==> src/common/pwmhz_consts.svh <==
// register indices, field positions, reset values and timing counts of the
// pwm high-impedance shutdown block; assumes nothing but a preprocessor
`ifndef PWMHZ_CONSTS_SVH
`define PWMHZ_CONSTS_SVH

// printed offsets are register indices; byte address is four times the index
`define PWMHZ_IDX_TRIG_EN 16'hff6e
`define PWMHZ_IDX_SRC_SEL 16'hff6f
`define PWMHZ_IDX_CTRL 16'hff78
`define PWMHZ_IDX_IRQ_STAT 16'hff80
`define PWMHZ_IDX_IRQ_MASK 16'hff81
`define PWMHZ_IDX_W 16

`define PWMHZ_RST_TRIG_EN 8'h00
`define PWMHZ_RST_SRC_SEL 8'h00
`define PWMHZ_RST_CTRL 8'h00
`define PWMHZ_RST_IRQ 3'h0

`define PWMHZ_MASK_TRIG_EN 8'h80
`define PWMHZ_MASK_SRC_SEL 8'hcf

`define PWMHZ_GATE_BIT 7
`define PWMHZ_SRC_HI 7
`define PWMHZ_SRC_LO 6
`define PWMHZ_PIN_HI 3
`define PWMHZ_OPEN_BIT 7
`define PWMHZ_POLICY_BIT 6
`define PWMHZ_FALL_BIT 5
`define PWMHZ_RISE_BIT 4
`define PWMHZ_SOFT_BIT 3
`define PWMHZ_REL_BIT 2
`define PWMHZ_FLAG_BIT 0

`define PWMHZ_EVT_HW 0
`define PWMHZ_EVT_SW 1
`define PWMHZ_EVT_REL 2
`define PWMHZ_EVT_W 3

`define PWMHZ_SYNC_STAGES 2

`endif

==> src/common/pwmhz_pkg.sv <==
// types shared by the pwm high-impedance shutdown block
// assumes the constants header is compiled alongside
package pwmhz_pkg;

   typedef enum logic [1:0] {
      PWMHZ_SRC_EXT = 2'h0,
      PWMHZ_SRC_CMP0 = 2'h1,
      PWMHZ_SRC_CMP1 = 2'h2,
      PWMHZ_SRC_CMP2 = 2'h3
   } pwmhz_src_e;

   typedef enum logic [1:0] {
      PWMHZ_EDGE_NONE = 2'h0,
      PWMHZ_EDGE_RISE = 2'h1,
      PWMHZ_EDGE_FALL = 2'h2,
      PWMHZ_EDGE_BAD = 2'h3
   } pwmhz_edge_e;

   typedef enum logic [1:0] {
      PWMHZ_ST_DRIVE = 2'b01,
      PWMHZ_ST_HIZ = 2'b10
   } pwmhz_state_e;

endpackage : pwmhz_pkg

==> src/design/pwmhz_edge.sv <==
// valid-edge detector and active-level decode for the selected trigger
// assumes i_level is already synchronous to i_clk
`timescale 1ns/1ps
`include "pwmhz_consts.svh"
module pwmhz_edge (
   input wire logic i_clk,
   input wire logic i_rst_n,
   input wire logic i_level,
   input wire logic i_gate,
   input wire logic i_enable,
   input wire logic [1:0] i_edge_sel,
   output logic o_edge,
   output logic o_active
);
   logic prev_r;
   logic prev_nxt;

   // prev tracks the level even while disabled, so a level already active
   // at enable time shows no edge
   always_comb begin
      prev_nxt = i_level;
      o_edge = 1'b0;
      o_active = 1'b0;
      case (pwmhz_pkg::pwmhz_edge_e'(i_edge_sel))
         pwmhz_pkg::PWMHZ_EDGE_RISE: begin
            o_edge = i_level & ~prev_r;
            o_active = i_level;
         end
         pwmhz_pkg::PWMHZ_EDGE_FALL: begin
            o_edge = ~i_level & prev_r;
            o_active = ~i_level;
         end
         default: begin
            o_edge = 1'b0;
            o_active = 1'b0;
         end
      endcase
      o_edge = o_edge & i_gate & i_enable;
      o_active = o_active & i_gate;
   end

   always_ff @(posedge i_clk) begin
      if (!i_rst_n) begin
         prev_r <= 1'b0;
      end else begin
         prev_r <= prev_nxt;
      end
   end
endmodule : pwmhz_edge

==> src/design/pwmhz_sync.sv <==
// two-flop level synchroniser for the trigger inputs
// assumes inputs may change at any time relative to i_clk
`timescale 1ns/1ps
`include "pwmhz_consts.svh"
module pwmhz_sync #(
   parameter int WIDTH = 4
) (
   input wire logic i_clk,
   input wire logic i_rst_n,
   input wire logic [WIDTH-1:0] i_async,
   output logic [WIDTH-1:0] o_sync
);
   logic [WIDTH-1:0] meta_r;
   logic [WIDTH-1:0] meta_nxt;
   logic [WIDTH-1:0] sync_r;
   logic [WIDTH-1:0] sync_nxt;

   if (WIDTH < 1) begin : g_bad_width
      $error("pwmhz_sync: WIDTH must be at least 1");
   end

   // meta_r feeds sync_r only
   always_comb begin
      meta_nxt = i_async;
      sync_nxt = meta_r;
   end

   always_ff @(posedge i_clk) begin
      if (!i_rst_n) begin
         meta_r <= '0;
         sync_r <= '0;
      end else begin
         meta_r <= meta_nxt;
         sync_r <= sync_nxt;
      end
   end

   assign o_sync = sync_r;
endmodule : pwmhz_sync

==> src/design/pwmhz_top.sv <==
// pwm output high-impedance shutdown controller with apb register access
// assumes apb master clocked by I_CLK; trigger inputs arrive asynchronously
// Operation
// - gate bit blocks or passes the trigger
// - all three registers reset to zero
// - source field selects ext input or comparator
// - pin target bits choose which pins float
// - enable bit turns the shutdown function on
// - policy bit blocks release while trigger active
// - edge field: none, rising, falling, prohibited
// - only edges after enabling cause shutdown
// - soft trigger write floats pins, sets flag
// - release write drives pins, clears flag
// - flag read-only, set and cleared by hardware
// - soft trigger ignored on coinciding hardware edge
// - commands ignored while function disabled
// - command bits read back as zero
// - policy one: release lost on coinciding edge
//
// Decided for this implementation: the APB interface to the registers.
`timescale 1ns/1ps
`include "pwmhz_consts.svh"
module pwmhz_top #(
   parameter int ADDR_W = 18
) (
   input wire logic I_CLK,
   input wire logic I_RST_N,
   input wire logic I_PSEL,
   input wire logic I_PENABLE,
   input wire logic I_PWRITE,
   input wire logic [ADDR_W-1:0] I_PADDR,
   input wire logic [31:0] I_PWDATA,
   output logic [31:0] O_PRDATA,
   output logic O_PREADY,
   output logic O_PSLVERR,
   input wire logic I_EXT_IRQ_INPUT,
   input wire logic I_CMP0_OUT,
   input wire logic I_CMP1_OUT,
   input wire logic I_CMP2_OUT,
   input wire logic I_TIMER_OUT_A0,
   input wire logic I_TIMER_OUT_A1,
   input wire logic I_TIMER_OUT_B0,
   input wire logic I_TIMER_OUT_B1,
   output logic O_TIMER_OUT_A0,
   output logic O_TIMER_OUT_A1,
   output logic O_TIMER_OUT_B0,
   output logic O_TIMER_OUT_B1,
   output logic O_TIMER_OUT_A0_OE,
   output logic O_TIMER_OUT_A1_OE,
   output logic O_TIMER_OUT_B0_OE,
   output logic O_TIMER_OUT_B1_OE,
   output logic O_IRQ
);
   if (ADDR_W < `PWMHZ_IDX_W + 2) begin : g_bad_addr
      $error("pwmhz_top: ADDR_W too narrow for the register map");
   end

   localparam int NREG = 5;
   localparam int R_TEN = 0;
   localparam int R_SEL = 1;
   localparam int R_CTL = 2;
   localparam int R_IST = 3;
   localparam int R_IMK = 4;

   function automatic logic [NREG-1:0] reg_dec(input logic [ADDR_W-1:0] a);
      logic [NREG-1:0] h;
      h = '0;
      h[R_TEN] = (a == ADDR_W'({`PWMHZ_IDX_TRIG_EN, 2'b00}));
      h[R_SEL] = (a == ADDR_W'({`PWMHZ_IDX_SRC_SEL, 2'b00}));
      h[R_CTL] = (a == ADDR_W'({`PWMHZ_IDX_CTRL, 2'b00}));
      h[R_IST] = (a == ADDR_W'({`PWMHZ_IDX_IRQ_STAT, 2'b00}));
      h[R_IMK] = (a == ADDR_W'({`PWMHZ_IDX_IRQ_MASK, 2'b00}));
      return h;
   endfunction : reg_dec

   // apb slave state
   logic pready_r;
   logic pready_nxt;
   logic pslverr_r;
   logic pslverr_nxt;
   logic [31:0] prdata_r;
   logic [31:0] prdata_nxt;
   logic [NREG-1:0] hit;
   logic wr_acc;
   logic rd_acc;
   logic [7:0] wd;

   // configuration
   logic [7:0] trig_en_r;
   logic [7:0] trig_en_nxt;
   logic [7:0] src_sel_r;
   logic [7:0] src_sel_nxt;
   logic op_en_r;
   logic op_en_nxt;
   logic policy_r;
   logic policy_nxt;
   logic [1:0] edge_sel_r;
   logic [1:0] edge_sel_nxt;

   // shutdown state
   pwmhz_pkg::pwmhz_state_e state_r;
   pwmhz_pkg::pwmhz_state_e state_nxt;
   logic flag_r;
   logic flag_nxt;
   logic wr_ctl;
   logic sw_cmd;
   logic rel_cmd;
   logic [`PWMHZ_EVT_W-1:0] evt;

   // interrupt
   logic [`PWMHZ_EVT_W-1:0] ist_r;
   logic [`PWMHZ_EVT_W-1:0] ist_nxt;
   logic [`PWMHZ_EVT_W-1:0] imk_r;
   logic [`PWMHZ_EVT_W-1:0] imk_nxt;
   logic irq_r;
   logic irq_nxt;

   // pins and trigger path
   logic [3:0] pin_in;
   logic [3:0] pin_out_r;
   logic [3:0] pin_out_nxt;
   logic [3:0] pin_oe_r;
   logic [3:0] pin_oe_nxt;
   logic [3:0] trig_sync;
   logic trig_level;
   logic hw_edge;
   logic trig_active;

   assign hit = reg_dec(I_PADDR);
   assign wr_acc = I_PSEL & I_PENABLE & I_PWRITE & pready_r;
   assign rd_acc = I_PSEL & I_PENABLE & ~I_PWRITE & pready_r;
   assign wd = I_PWDATA[7:0];

   // read data is captured in the setup cycle and stands through access
   always_comb begin
      pready_nxt = I_PSEL & ~I_PENABLE;
      pslverr_nxt = 1'b0;
      prdata_nxt = prdata_r;
      if (I_PSEL && !I_PENABLE) begin
         pslverr_nxt = ~|hit;
         prdata_nxt = 32'h0000_0000;
         if (!I_PWRITE) begin
            case (1'b1)
               hit[R_TEN]: prdata_nxt[7:0] = trig_en_r;
               hit[R_SEL]: prdata_nxt[7:0] = src_sel_r;
               hit[R_CTL]: begin
                  prdata_nxt[`PWMHZ_OPEN_BIT] = op_en_r;
                  prdata_nxt[`PWMHZ_POLICY_BIT] = policy_r;
                  prdata_nxt[`PWMHZ_FALL_BIT] = edge_sel_r[1];
                  prdata_nxt[`PWMHZ_RISE_BIT] = edge_sel_r[0];
                  prdata_nxt[`PWMHZ_SOFT_BIT] = 1'b0;
                  prdata_nxt[`PWMHZ_REL_BIT] = 1'b0;
                  prdata_nxt[`PWMHZ_FLAG_BIT] = flag_r;
               end
               hit[R_IST]: prdata_nxt[`PWMHZ_EVT_W-1:0] = ist_r;
               hit[R_IMK]: prdata_nxt[`PWMHZ_EVT_W-1:0] = imk_r;
               default: prdata_nxt = 32'h0000_0000;
            endcase
         end
      end
   end

   always_ff @(posedge I_CLK) begin
      if (!I_RST_N) begin
         pready_r <= 1'b0;
         pslverr_r <= 1'b0;
         prdata_r <= 32'h0000_0000;
      end else begin
         pready_r <= pready_nxt;
         pslverr_r <= pslverr_nxt;
         prdata_r <= prdata_nxt;
      end
   end

   // policy and edge are taken whenever written; keeping them still while
   // enabled is left to software
   always_comb begin
      trig_en_nxt = trig_en_r;
      src_sel_nxt = src_sel_r;
      op_en_nxt = op_en_r;
      policy_nxt = policy_r;
      edge_sel_nxt = edge_sel_r;
      if (wr_acc && hit[R_TEN]) begin
         trig_en_nxt = wd & `PWMHZ_MASK_TRIG_EN;
      end
      if (wr_acc && hit[R_SEL]) begin
         src_sel_nxt = wd & `PWMHZ_MASK_SRC_SEL;
      end
      if (wr_acc && hit[R_CTL]) begin
         op_en_nxt = wd[`PWMHZ_OPEN_BIT];
         policy_nxt = wd[`PWMHZ_POLICY_BIT];
         edge_sel_nxt = {wd[`PWMHZ_FALL_BIT], wd[`PWMHZ_RISE_BIT]};
      end
   end

   always_ff @(posedge I_CLK) begin
      if (!I_RST_N) begin
         trig_en_r <= `PWMHZ_RST_TRIG_EN;
         src_sel_r <= `PWMHZ_RST_SRC_SEL;
         op_en_r <= 1'b0;
         policy_r <= 1'b0;
         edge_sel_r <= 2'h0;
      end else begin
         trig_en_r <= trig_en_nxt;
         src_sel_r <= src_sel_nxt;
         op_en_r <= op_en_nxt;
         policy_r <= policy_nxt;
         edge_sel_r <= edge_sel_nxt;
      end
   end

   pwmhz_sync #(
      .WIDTH(4)
   ) u_sync (
      .i_clk(I_CLK),
      .i_rst_n(I_RST_N),
      .i_async({I_CMP2_OUT, I_CMP1_OUT, I_CMP0_OUT, I_EXT_IRQ_INPUT}),
      .o_sync(trig_sync)
   );

   // muxing after the synchroniser keeps source changes glitch-free
   always_comb begin
      case (pwmhz_pkg::pwmhz_src_e'(src_sel_r[`PWMHZ_SRC_HI:`PWMHZ_SRC_LO]))
         pwmhz_pkg::PWMHZ_SRC_EXT: trig_level = trig_sync[0];
         pwmhz_pkg::PWMHZ_SRC_CMP0: trig_level = trig_sync[1];
         pwmhz_pkg::PWMHZ_SRC_CMP1: trig_level = trig_sync[2];
         pwmhz_pkg::PWMHZ_SRC_CMP2: trig_level = trig_sync[3];
         default: trig_level = 1'b0;
      endcase
   end

   pwmhz_edge u_edge (
      .i_clk(I_CLK),
      .i_rst_n(I_RST_N),
      .i_level(trig_level),
      .i_gate(trig_en_r[`PWMHZ_GATE_BIT]),
      .i_enable(op_en_r),
      .i_edge_sel(edge_sel_r),
      .o_edge(hw_edge),
      .o_active(trig_active)
   );

   // commands need the function already enabled and kept enabled
   assign wr_ctl = wr_acc & hit[R_CTL];
   assign sw_cmd = wr_ctl & wd[`PWMHZ_SOFT_BIT] & wd[`PWMHZ_OPEN_BIT] & op_en_r;
   assign rel_cmd = wr_ctl & wd[`PWMHZ_REL_BIT] & wd[`PWMHZ_OPEN_BIT] & op_en_r;

   // flag is only ever changed here; written flag bit is dropped
   always_comb begin
      state_nxt = state_r;
      evt = '0;
      if (!op_en_nxt) begin
         state_nxt = pwmhz_pkg::PWMHZ_ST_DRIVE;
      end else if (sw_cmd && !hw_edge) begin
         // both commands at once are not expected; the trigger is kept
         state_nxt = pwmhz_pkg::PWMHZ_ST_HIZ;
         evt[`PWMHZ_EVT_SW] = 1'b1;
      end else if (rel_cmd && !(policy_r && (trig_active || hw_edge))) begin
         state_nxt = pwmhz_pkg::PWMHZ_ST_DRIVE;
         evt[`PWMHZ_EVT_REL] = (state_r == pwmhz_pkg::PWMHZ_ST_HIZ);
      end else if (hw_edge) begin
         state_nxt = pwmhz_pkg::PWMHZ_ST_HIZ;
         evt[`PWMHZ_EVT_HW] = 1'b1;
      end
      flag_nxt = (state_nxt == pwmhz_pkg::PWMHZ_ST_HIZ);
   end

   always_ff @(posedge I_CLK) begin
      if (!I_RST_N) begin
         state_r <= pwmhz_pkg::PWMHZ_ST_DRIVE;
         flag_r <= 1'b0;
      end else begin
         state_r <= state_nxt;
         flag_r <= flag_nxt;
      end
   end

   // a read clears only the bits it returned, so an event landing between
   // setup and access survives; set wins over clear
   always_comb begin
      ist_nxt = ist_r;
      imk_nxt = imk_r;
      if (rd_acc && hit[R_IST]) begin
         ist_nxt = ist_r & ~prdata_r[`PWMHZ_EVT_W-1:0];
      end
      ist_nxt = ist_nxt | evt;
      if (wr_acc && hit[R_IMK]) begin
         imk_nxt = wd[`PWMHZ_EVT_W-1:0];
      end
      irq_nxt = |(ist_nxt & imk_nxt);
   end

   always_ff @(posedge I_CLK) begin
      if (!I_RST_N) begin
         ist_r <= `PWMHZ_RST_IRQ;
         imk_r <= `PWMHZ_RST_IRQ;
         irq_r <= 1'b0;
      end else begin
         ist_r <= ist_nxt;
         imk_r <= imk_nxt;
         irq_r <= irq_nxt;
      end
   end

   // pin data is retimed one cycle so every output leaves a flip-flop
   assign pin_in = {I_TIMER_OUT_B1, I_TIMER_OUT_B0, I_TIMER_OUT_A1, I_TIMER_OUT_A0};
   always_comb begin
      pin_out_nxt = pin_in;
      pin_oe_nxt = ~({4{flag_nxt}} & src_sel_nxt[`PWMHZ_PIN_HI:0]);
   end

   always_ff @(posedge I_CLK) begin
      if (!I_RST_N) begin
         pin_out_r <= 4'h0;
         pin_oe_r <= 4'hf;
      end else begin
         pin_out_r <= pin_out_nxt;
         pin_oe_r <= pin_oe_nxt;
      end
   end

   assign O_PRDATA = prdata_r;
   assign O_PREADY = pready_r;
   assign O_PSLVERR = pslverr_r;
   assign O_IRQ = irq_r;
   assign {O_TIMER_OUT_B1, O_TIMER_OUT_B0, O_TIMER_OUT_A1, O_TIMER_OUT_A0} = pin_out_r;
   assign {O_TIMER_OUT_B1_OE, O_TIMER_OUT_B0_OE, O_TIMER_OUT_A1_OE, O_TIMER_OUT_A0_OE} = pin_oe_r;
endmodule : pwmhz_top

==> config.mk <==
export PLATFORM = sky130hd
export DESIGN_NAME = pwmhz_top
export DESIGN_NICKNAME = d
export VERILOG_FILES = /design/src/common/pwmhz_pkg.sv /design/src/design/pwmhz_edge.sv /design/src/design/pwmhz_sync.sv /design/src/design/pwmhz_top.sv
export VERILOG_INCLUDE_DIRS = /design/src /design/src/common
export SDC_FILE = /design/constraint.sdc
export NUM_CORES = 1
export LEC_CHECK = 0
export BUFFER_PORTS_ARGS = -buffer_cell sky130_fd_sc_hd__buf_2
export CAP_MARGIN = 20
export CORE_ASPECT_RATIO = 0.75
export CORE_MARGIN = 5
export CORE_UTILIZATION = 47
export DETAILED_ROUTE_END_ITERATION = 16
export GPL_TIMING_DRIVEN = 0
export PLACE_DENSITY_LB_ADDON = 0.15
export SKIP_LAST_GASP = 1
export SLEW_MARGIN = 20
export SYNTH_ARGS = -nofsm -noshare
export SYNTH_HDL_FRONTEND = slang
export SYNTH_HIERARCHICAL = 1
export SYNTH_SLANG_ARGS = --single-unit
export TNS_END_PERCENT = 5
==> constraint.sdc <==
create_clock -name I_CLK -period 3.4 [get_ports I_CLK]
set_clock_uncertainty 0.1 [all_clocks]
set_input_delay 1.02 -clock I_CLK [delete_from_list [all_inputs] [get_ports I_CLK]]
set_output_delay 1.02 -clock I_CLK [all_outputs]
set_load 0.02 [all_outputs]
==> impl_metrics.ini, run 1 <==
[yosys]
synth_top_area_frac = 0.399
syn_avg_cell_area_um2 = 9.27
synth_edf_count = 0
syn_inst = 260
ys_ff_latch = 48
synth-xor-area-share = 0
muxShareOfSynthArea = 0.0685
yosysWarningCount = 6
synth_top_family_by_area = simple AND/OR/NAND/NOR gates
synthAdderAreaFrac = 0.0104
netlist-cell-type-count = 57
yosys-top-cells-count = dfxtp_1 (48), buf_4 (24), nor2_1 (23)
ys_seq_area_frac = 0.399
synth-compound-area-share = 0.125
synthSimpleGateAreaFrac = 0.289
async_flop_share = 0
syn-cell-area_um2 = 2410
synth.area.top_cells = dfxtp_1 (40%), buf_4 (7.5%), mux2i_1 (5.0%)
yosysMostFrequentCell = dfxtp_1
yosys.area.top_type = dfxtp_1
synth_top_flop_cell = dfxtp_1

[timing]
tns_ps = 0
setup_ws_ps = 604
hold_viol = 0
rsz0062_at_grt = false
max_slew_margin = 0.533
fin_crit_sh = 0.822
setup_viol = 0
drv_slew = 0
worstMarginPinSlew_ps = 698
min_period_ps = 2800
fmax_ghz = 0.358

[clock_tree]
clock-root-buffer = clkbuf_8
cts_max_level = 2
clk_path_buf_depth = 2
cts_made_buffers = 5
path_clk_slew_ps = 90
post_cts_buffers = 0
insertion_delay_ps = 300
cts.hold.buffers_added = 0
cts_tree = done
cts_sinks = 48
post_cts_resized = 0

[cells_and_area]
antenna_cells = 0
fill_cells = 438
syn_to_final_growth_pct = 22.5
finalNetCount = 412
fin_area_um2 = 2950
drive_above_1_share = 0.316
final_core_util = 0.599

[critical_path]
crit_path_cell_trace = mux4_2 -> nand3b_1 -> a211oi_2 -> o21ai_0 -> a32oi_1 -> o2111ai_1 -> o21ai_1 -> nand3b_1
worst_ep_arrival_time_ps = 2860
cpMostUsedCell = nand3b_1
end_kind = flop
critPathTopFamily = compound AO/OA/AOI/OAI gates
critPathKind = flop to flop
worstPathRequired_ps = 3460
crit_fanout = 7
cp_slowest_stage_delay_ps = 580
critPathSlowestCell = mux4_2
start_kind = flop
path_buf_inv = 0

[power]
ir_drop_mv = 0.273
p_per_area_nw_per_um2 = 360
cellLeakagePower_nw = 1.34
finalPower_mw = 1.06

[grt]
antenna_found_initial = 0
grt_pass1_vias = 2109
gr-total-overflow = 0
grt_use_total = 0.188
grt_pass1_wl_um = 9920
grt_max_degree = 17

[routing]
drt_iter0_markers = 182
ant_nets = 0
wl_per_cell_um = 15.0
drc = 0
vias = 2127
firstDrtPassIters = 4
via_per_inst = 5.21
totalWireLength_um = 6130

[floorplan]
dieWidth_um = 92.7
initial_utilization = 0.489
core_area_um2 = 4930
fp.dieH_um = 72.0
io_pins = 106
row_count = 22
dieArea_um2 = 6670

[placement]
dpl_cell_area_um2 = 2860
pre_cts_slack_ps = 488
place.gp.congestion = 0.850
dp_hpwl_um = 4770
port_buffers = 57

[worst_hold_path]
hp-class = flop to flop

[run_status]
status = finished, final reports clean

[job]
maxCapViolations = 0
-- stage by stage --
stage          instances  hold slack [ps]
2_1_floorplan        283              312
3_3_place_gp         400              320
3_5_place_dp         400              322
4_1_cts              408              339
5_1_grt              408              359
6_report             408              331
-- worst reg2reg max path: cells and delay by family, from the launching register on --
kind | cells | cell delay, ps
flip-flops | 1 | 370
multiplexers | 1 | 580
AND/OR/NAND/NOR | 2 | 350
AO/OA/AOI/OAI | 5 | 1270
-- power by group --
part / leakage, nW / total [mW] / internal [mW] / switching (mW)
clock network: 0.0516 / 0.367 / 0.167 / 0.200
registers: 0.390 / 0.572 / 0.570 / 0.00216
logic: 0.898 / 0.124 / 0.0498 / 0.0743
total: 1.34 / 1.06 / 0.786 / 0.277
-- placed cells by master (no fill, tap or decap), types with 5 or more instances in the layout --
master / instances
buf_2: 59
dfxtp_1: 48
buf_4: 24
conb_1: 24
nor2_1: 23
and2_1: 15
inv_1: 14
nand3_1: 12
mux2i_1: 12
nand2_1: 9
nand3b_1: 9
a21oi_1: 9
nor4_1: 7
clkbuf_8: 6
nor3_1: 5
-- area by class of cell --
type	count	area [µm²]	share of cell area
clock inverter	2	13.8	0.00466
multi-input combinational	191	1280	0.433
clock buffer	6	82.6	0.0280
sequential	48	961	0.325
timing repair buffer	57	285	0.0966
tap	60	75.1	0.0254
inverter	14	52.6	0.0178
buffer	30	205	0.0695
-- cells by family (layout without fill, tap and decap cells) --
logic type | count (synthesis) | in the layout
other cells | 1 | 24
mux | 15 | 15
buf+inv | 44 | 109
simple gates | 109 | 109
compound gates | 41 | 41
fa+ha+maj | 2 | 2
flops | 48 | 48
-- final timing paths --
check,from,endpoint,slack (ps),depth (start not counted)
worst max-delay path,src_sel_r[6],pin_oe_r[2],600,8
worst min-delay path,u_sync/meta_r[1],u_sync/o_sync[1],330,1
worst max register to register,src_sel_r[6],pin_oe_r[2],600,8
worst min register to register,u_sync/meta_r[1],u_sync/o_sync[1],330,1
-- state kept, by name (all words and copies together), names as in the netlist, 2 cells and up --
name and flops:
u_sync/o_sync 4, imk_r 3, edge_sel_r 2, u_sync/meta_r 4, src_sel_r 6, state_r 2, ist_r 3, pin_oe_r 4
O_PRDATA 8, pin_out_r 4
-- routing by layer --
layer	vias to the layer above	part of all wire	track usage
met4	0	0.0067	0.0423
met1	977	0.47	0.259
li1	1059	-	-
met5	-	0	0
met2	84	0.44	0.291
met3	7	0.087	0.0591
(Power assumes the default switching activity.)
==> run 2: changes to the inputs <==
==> constraint.sdc (replaced) <==
create_clock -name I_CLK -period 2.6 [get_ports I_CLK]
set_clock_uncertainty 0.1 [all_clocks]
set_input_delay 0.78 -clock I_CLK [delete_from_list [all_inputs] [get_ports I_CLK]]
set_output_delay 0.78 -clock I_CLK [all_outputs]
set_load 0.02 [all_outputs]
==> impl_metrics.ini, run 2 (synthesized netlist as in run 1, its figures left out) <==
[timing]
drv_slew = 0
tns_ps = 0
holdWs_ps = 331
fmax_ghz = 0.393
setup_ws_ps = 58.3
fin_crit_sh = 0.978
max_slew_margin = 0.542
rsz0062_at_grt = true
hold_viol = 0
worstMarginPinSlew_ps = 684
setup_viol = 0
min_period_ps = 2540

[placement]
dp_cells = 400
place.gp.congestion = 0.850
dp_hpwl_um = 4770
pre_cts_slack_ps = -93.9
port_buffers = 57

[critical_path]
crit_path_cell_trace = mux4_2 -> nand3b_1 -> a211oi_4 -> buf_4 -> inv_1 -> a32oi_2 -> o2111ai_2 -> o21ai_4 -> nand3b_1
critPathTopFamily = compound AO/OA/AOI/OAI gates
cp_slowest_stage_delay_ps = 540
worst_ep_arrival_time_ps = 2620
cpMostUsedCell = nand3b_1
end_kind = flop
worstPathRequired_ps = 2680
critPathSlowestCell = mux4_2
path_buf_inv = 2
start_kind = flop
crit_fanout = 5
critPathKind = flop to flop

[grt]
grt_max_degree = 17
gr-total-overflow = 0
antenna_found_initial = 0
grt_pass1_vias = 2101
grt_pass1_wl_um = 9940
grt_use_total = 0.188

[clock_tree]
cts_sinks = 48
cts_max_level = 2
cts.hold.buffers_added = 0
clk_path_buf_depth = 2
insertion_delay_ps = 310
clock-root-buffer = clkbuf_8
path_clk_slew_ps = 90
cts_tree = done
cts_made_buffers = 5

[routing]
via_per_inst = 5.28
vias = 2176
wl_per_cell_um = 15.1
firstDrtPassIters = 5
drt_iter0_markers = 164
drc = 0
totalWireLength_um = 6220
ant_nets = 0

[floorplan]
fp.dieH_um = 72.0
row_count = 22
io_pins = 106
dieArea_um2 = 6670
dieWidth_um = 92.7
initial_utilization = 0.489
core_area_um2 = 4930

[worst_hold_path]
hp-class = flop to flop

[power]
internal-power_mw = 1.03
p_per_area_nw_per_um2 = 462
pwr-share-clk = 0.346
cellLeakagePower_nw = 1.36
ir_drop_mv = 0.356
swShare = 0.262
switching_power_mw = 0.365
p_seq_frac = 0.537
power_frac_comb = 0.117

[cells_and_area]
finalNetCount = 416
antenna_cells = 0
largest_reg_flops = 8
final_core_util = 0.612
fill_cells = 434
final_common_cell = buf_2
drive_above_1_share = 0.335
layout_common_cells = buf_2 (59), dfxtp_1 (47), buf_4 (28)
syn_to_final_growth_pct = 25.2
instances_no_fill = 412

[run_status]
status = finished, final reports clean

[job]
maxCapViolations = 0
==> run 2: cell types whose count changed in the layout (fill, tap and decap cells not counted), sizes merged <==
cell,change
buf,+4
==> run 2: stage by stage <==
step                power (mW)  instance area (µm²)
floorplan                0.864                 2500
global placement         0.923                 2860
detailed placement       0.925                 2860
CTS                       1.39                 2960
global route              1.44                 3020
finish                    1.39                 3020
==> run 2: power by group through the flow <==
stage                     logic [mW]  clock network (mW)  registers, mW
after floorplan               0.0937                   0          0.771
after global placement         0.159                   0          0.765
after detailed placement       0.160                   0          0.765
after CTS                      0.161               0.482          0.748
after global routing           0.179               0.515          0.750
final                          0.164               0.482          0.748
==> run 2: final cells by class <==
type	count	area, µm²	area share
clock inverters	2	13.8	0.00456
repair buffers	61	315	0.105
well taps	60	75.1	0.0249
clock buffers	6	82.6	0.0274
inverters	14	52.6	0.0174
multi-input cells	191	1310	0.434
plain buffers	30	205	0.0680
flip-flops and latches	48	962	0.319
==> run 2: worst register-to-register path: cells and delay by family (launching register included) <==
family	cells	cell delay, ps
mux	1	540
compound gates	4	850
flops	1	350
simple gates	2	350
buf+inv	2	220
==> run 2: final timing paths <==
| path | endpoint | start | cells past startpoint | slack [ps] |
|---|---|---|---|---|
| max | pin_oe_r[2] | src_sel_r[6] | 9 | 60 |
| min | u_sync/o_sync[1] | u_sync/meta_r[1] | 1 | 330 |
| max reg2reg | pin_oe_r[2] | src_sel_r[6] | 9 | 60 |
| min reg2reg | u_sync/o_sync[1] | u_sync/meta_r[1] | 1 | 330 |
==> run 2: timing repair <==
item | in CTS | in global routing
pin swaps | 0 | 1
setup buffers | 0 | 4
gates resized for setup | 2 | 5
endpoints found under the setup margin | 6 | 8
==> run 2: metal layers <==
metal | track usage | vias to the layer above | share of wire
li1 | - | 1068 | -
met1 | 0.262 | 993 | 0.46
met2 | 0.291 | 107 | 0.43
met3 | 0.0549 | 8 | 0.098
met4 | 0.0423 | 0 | 0.0074
met5 | 0 | - | 0
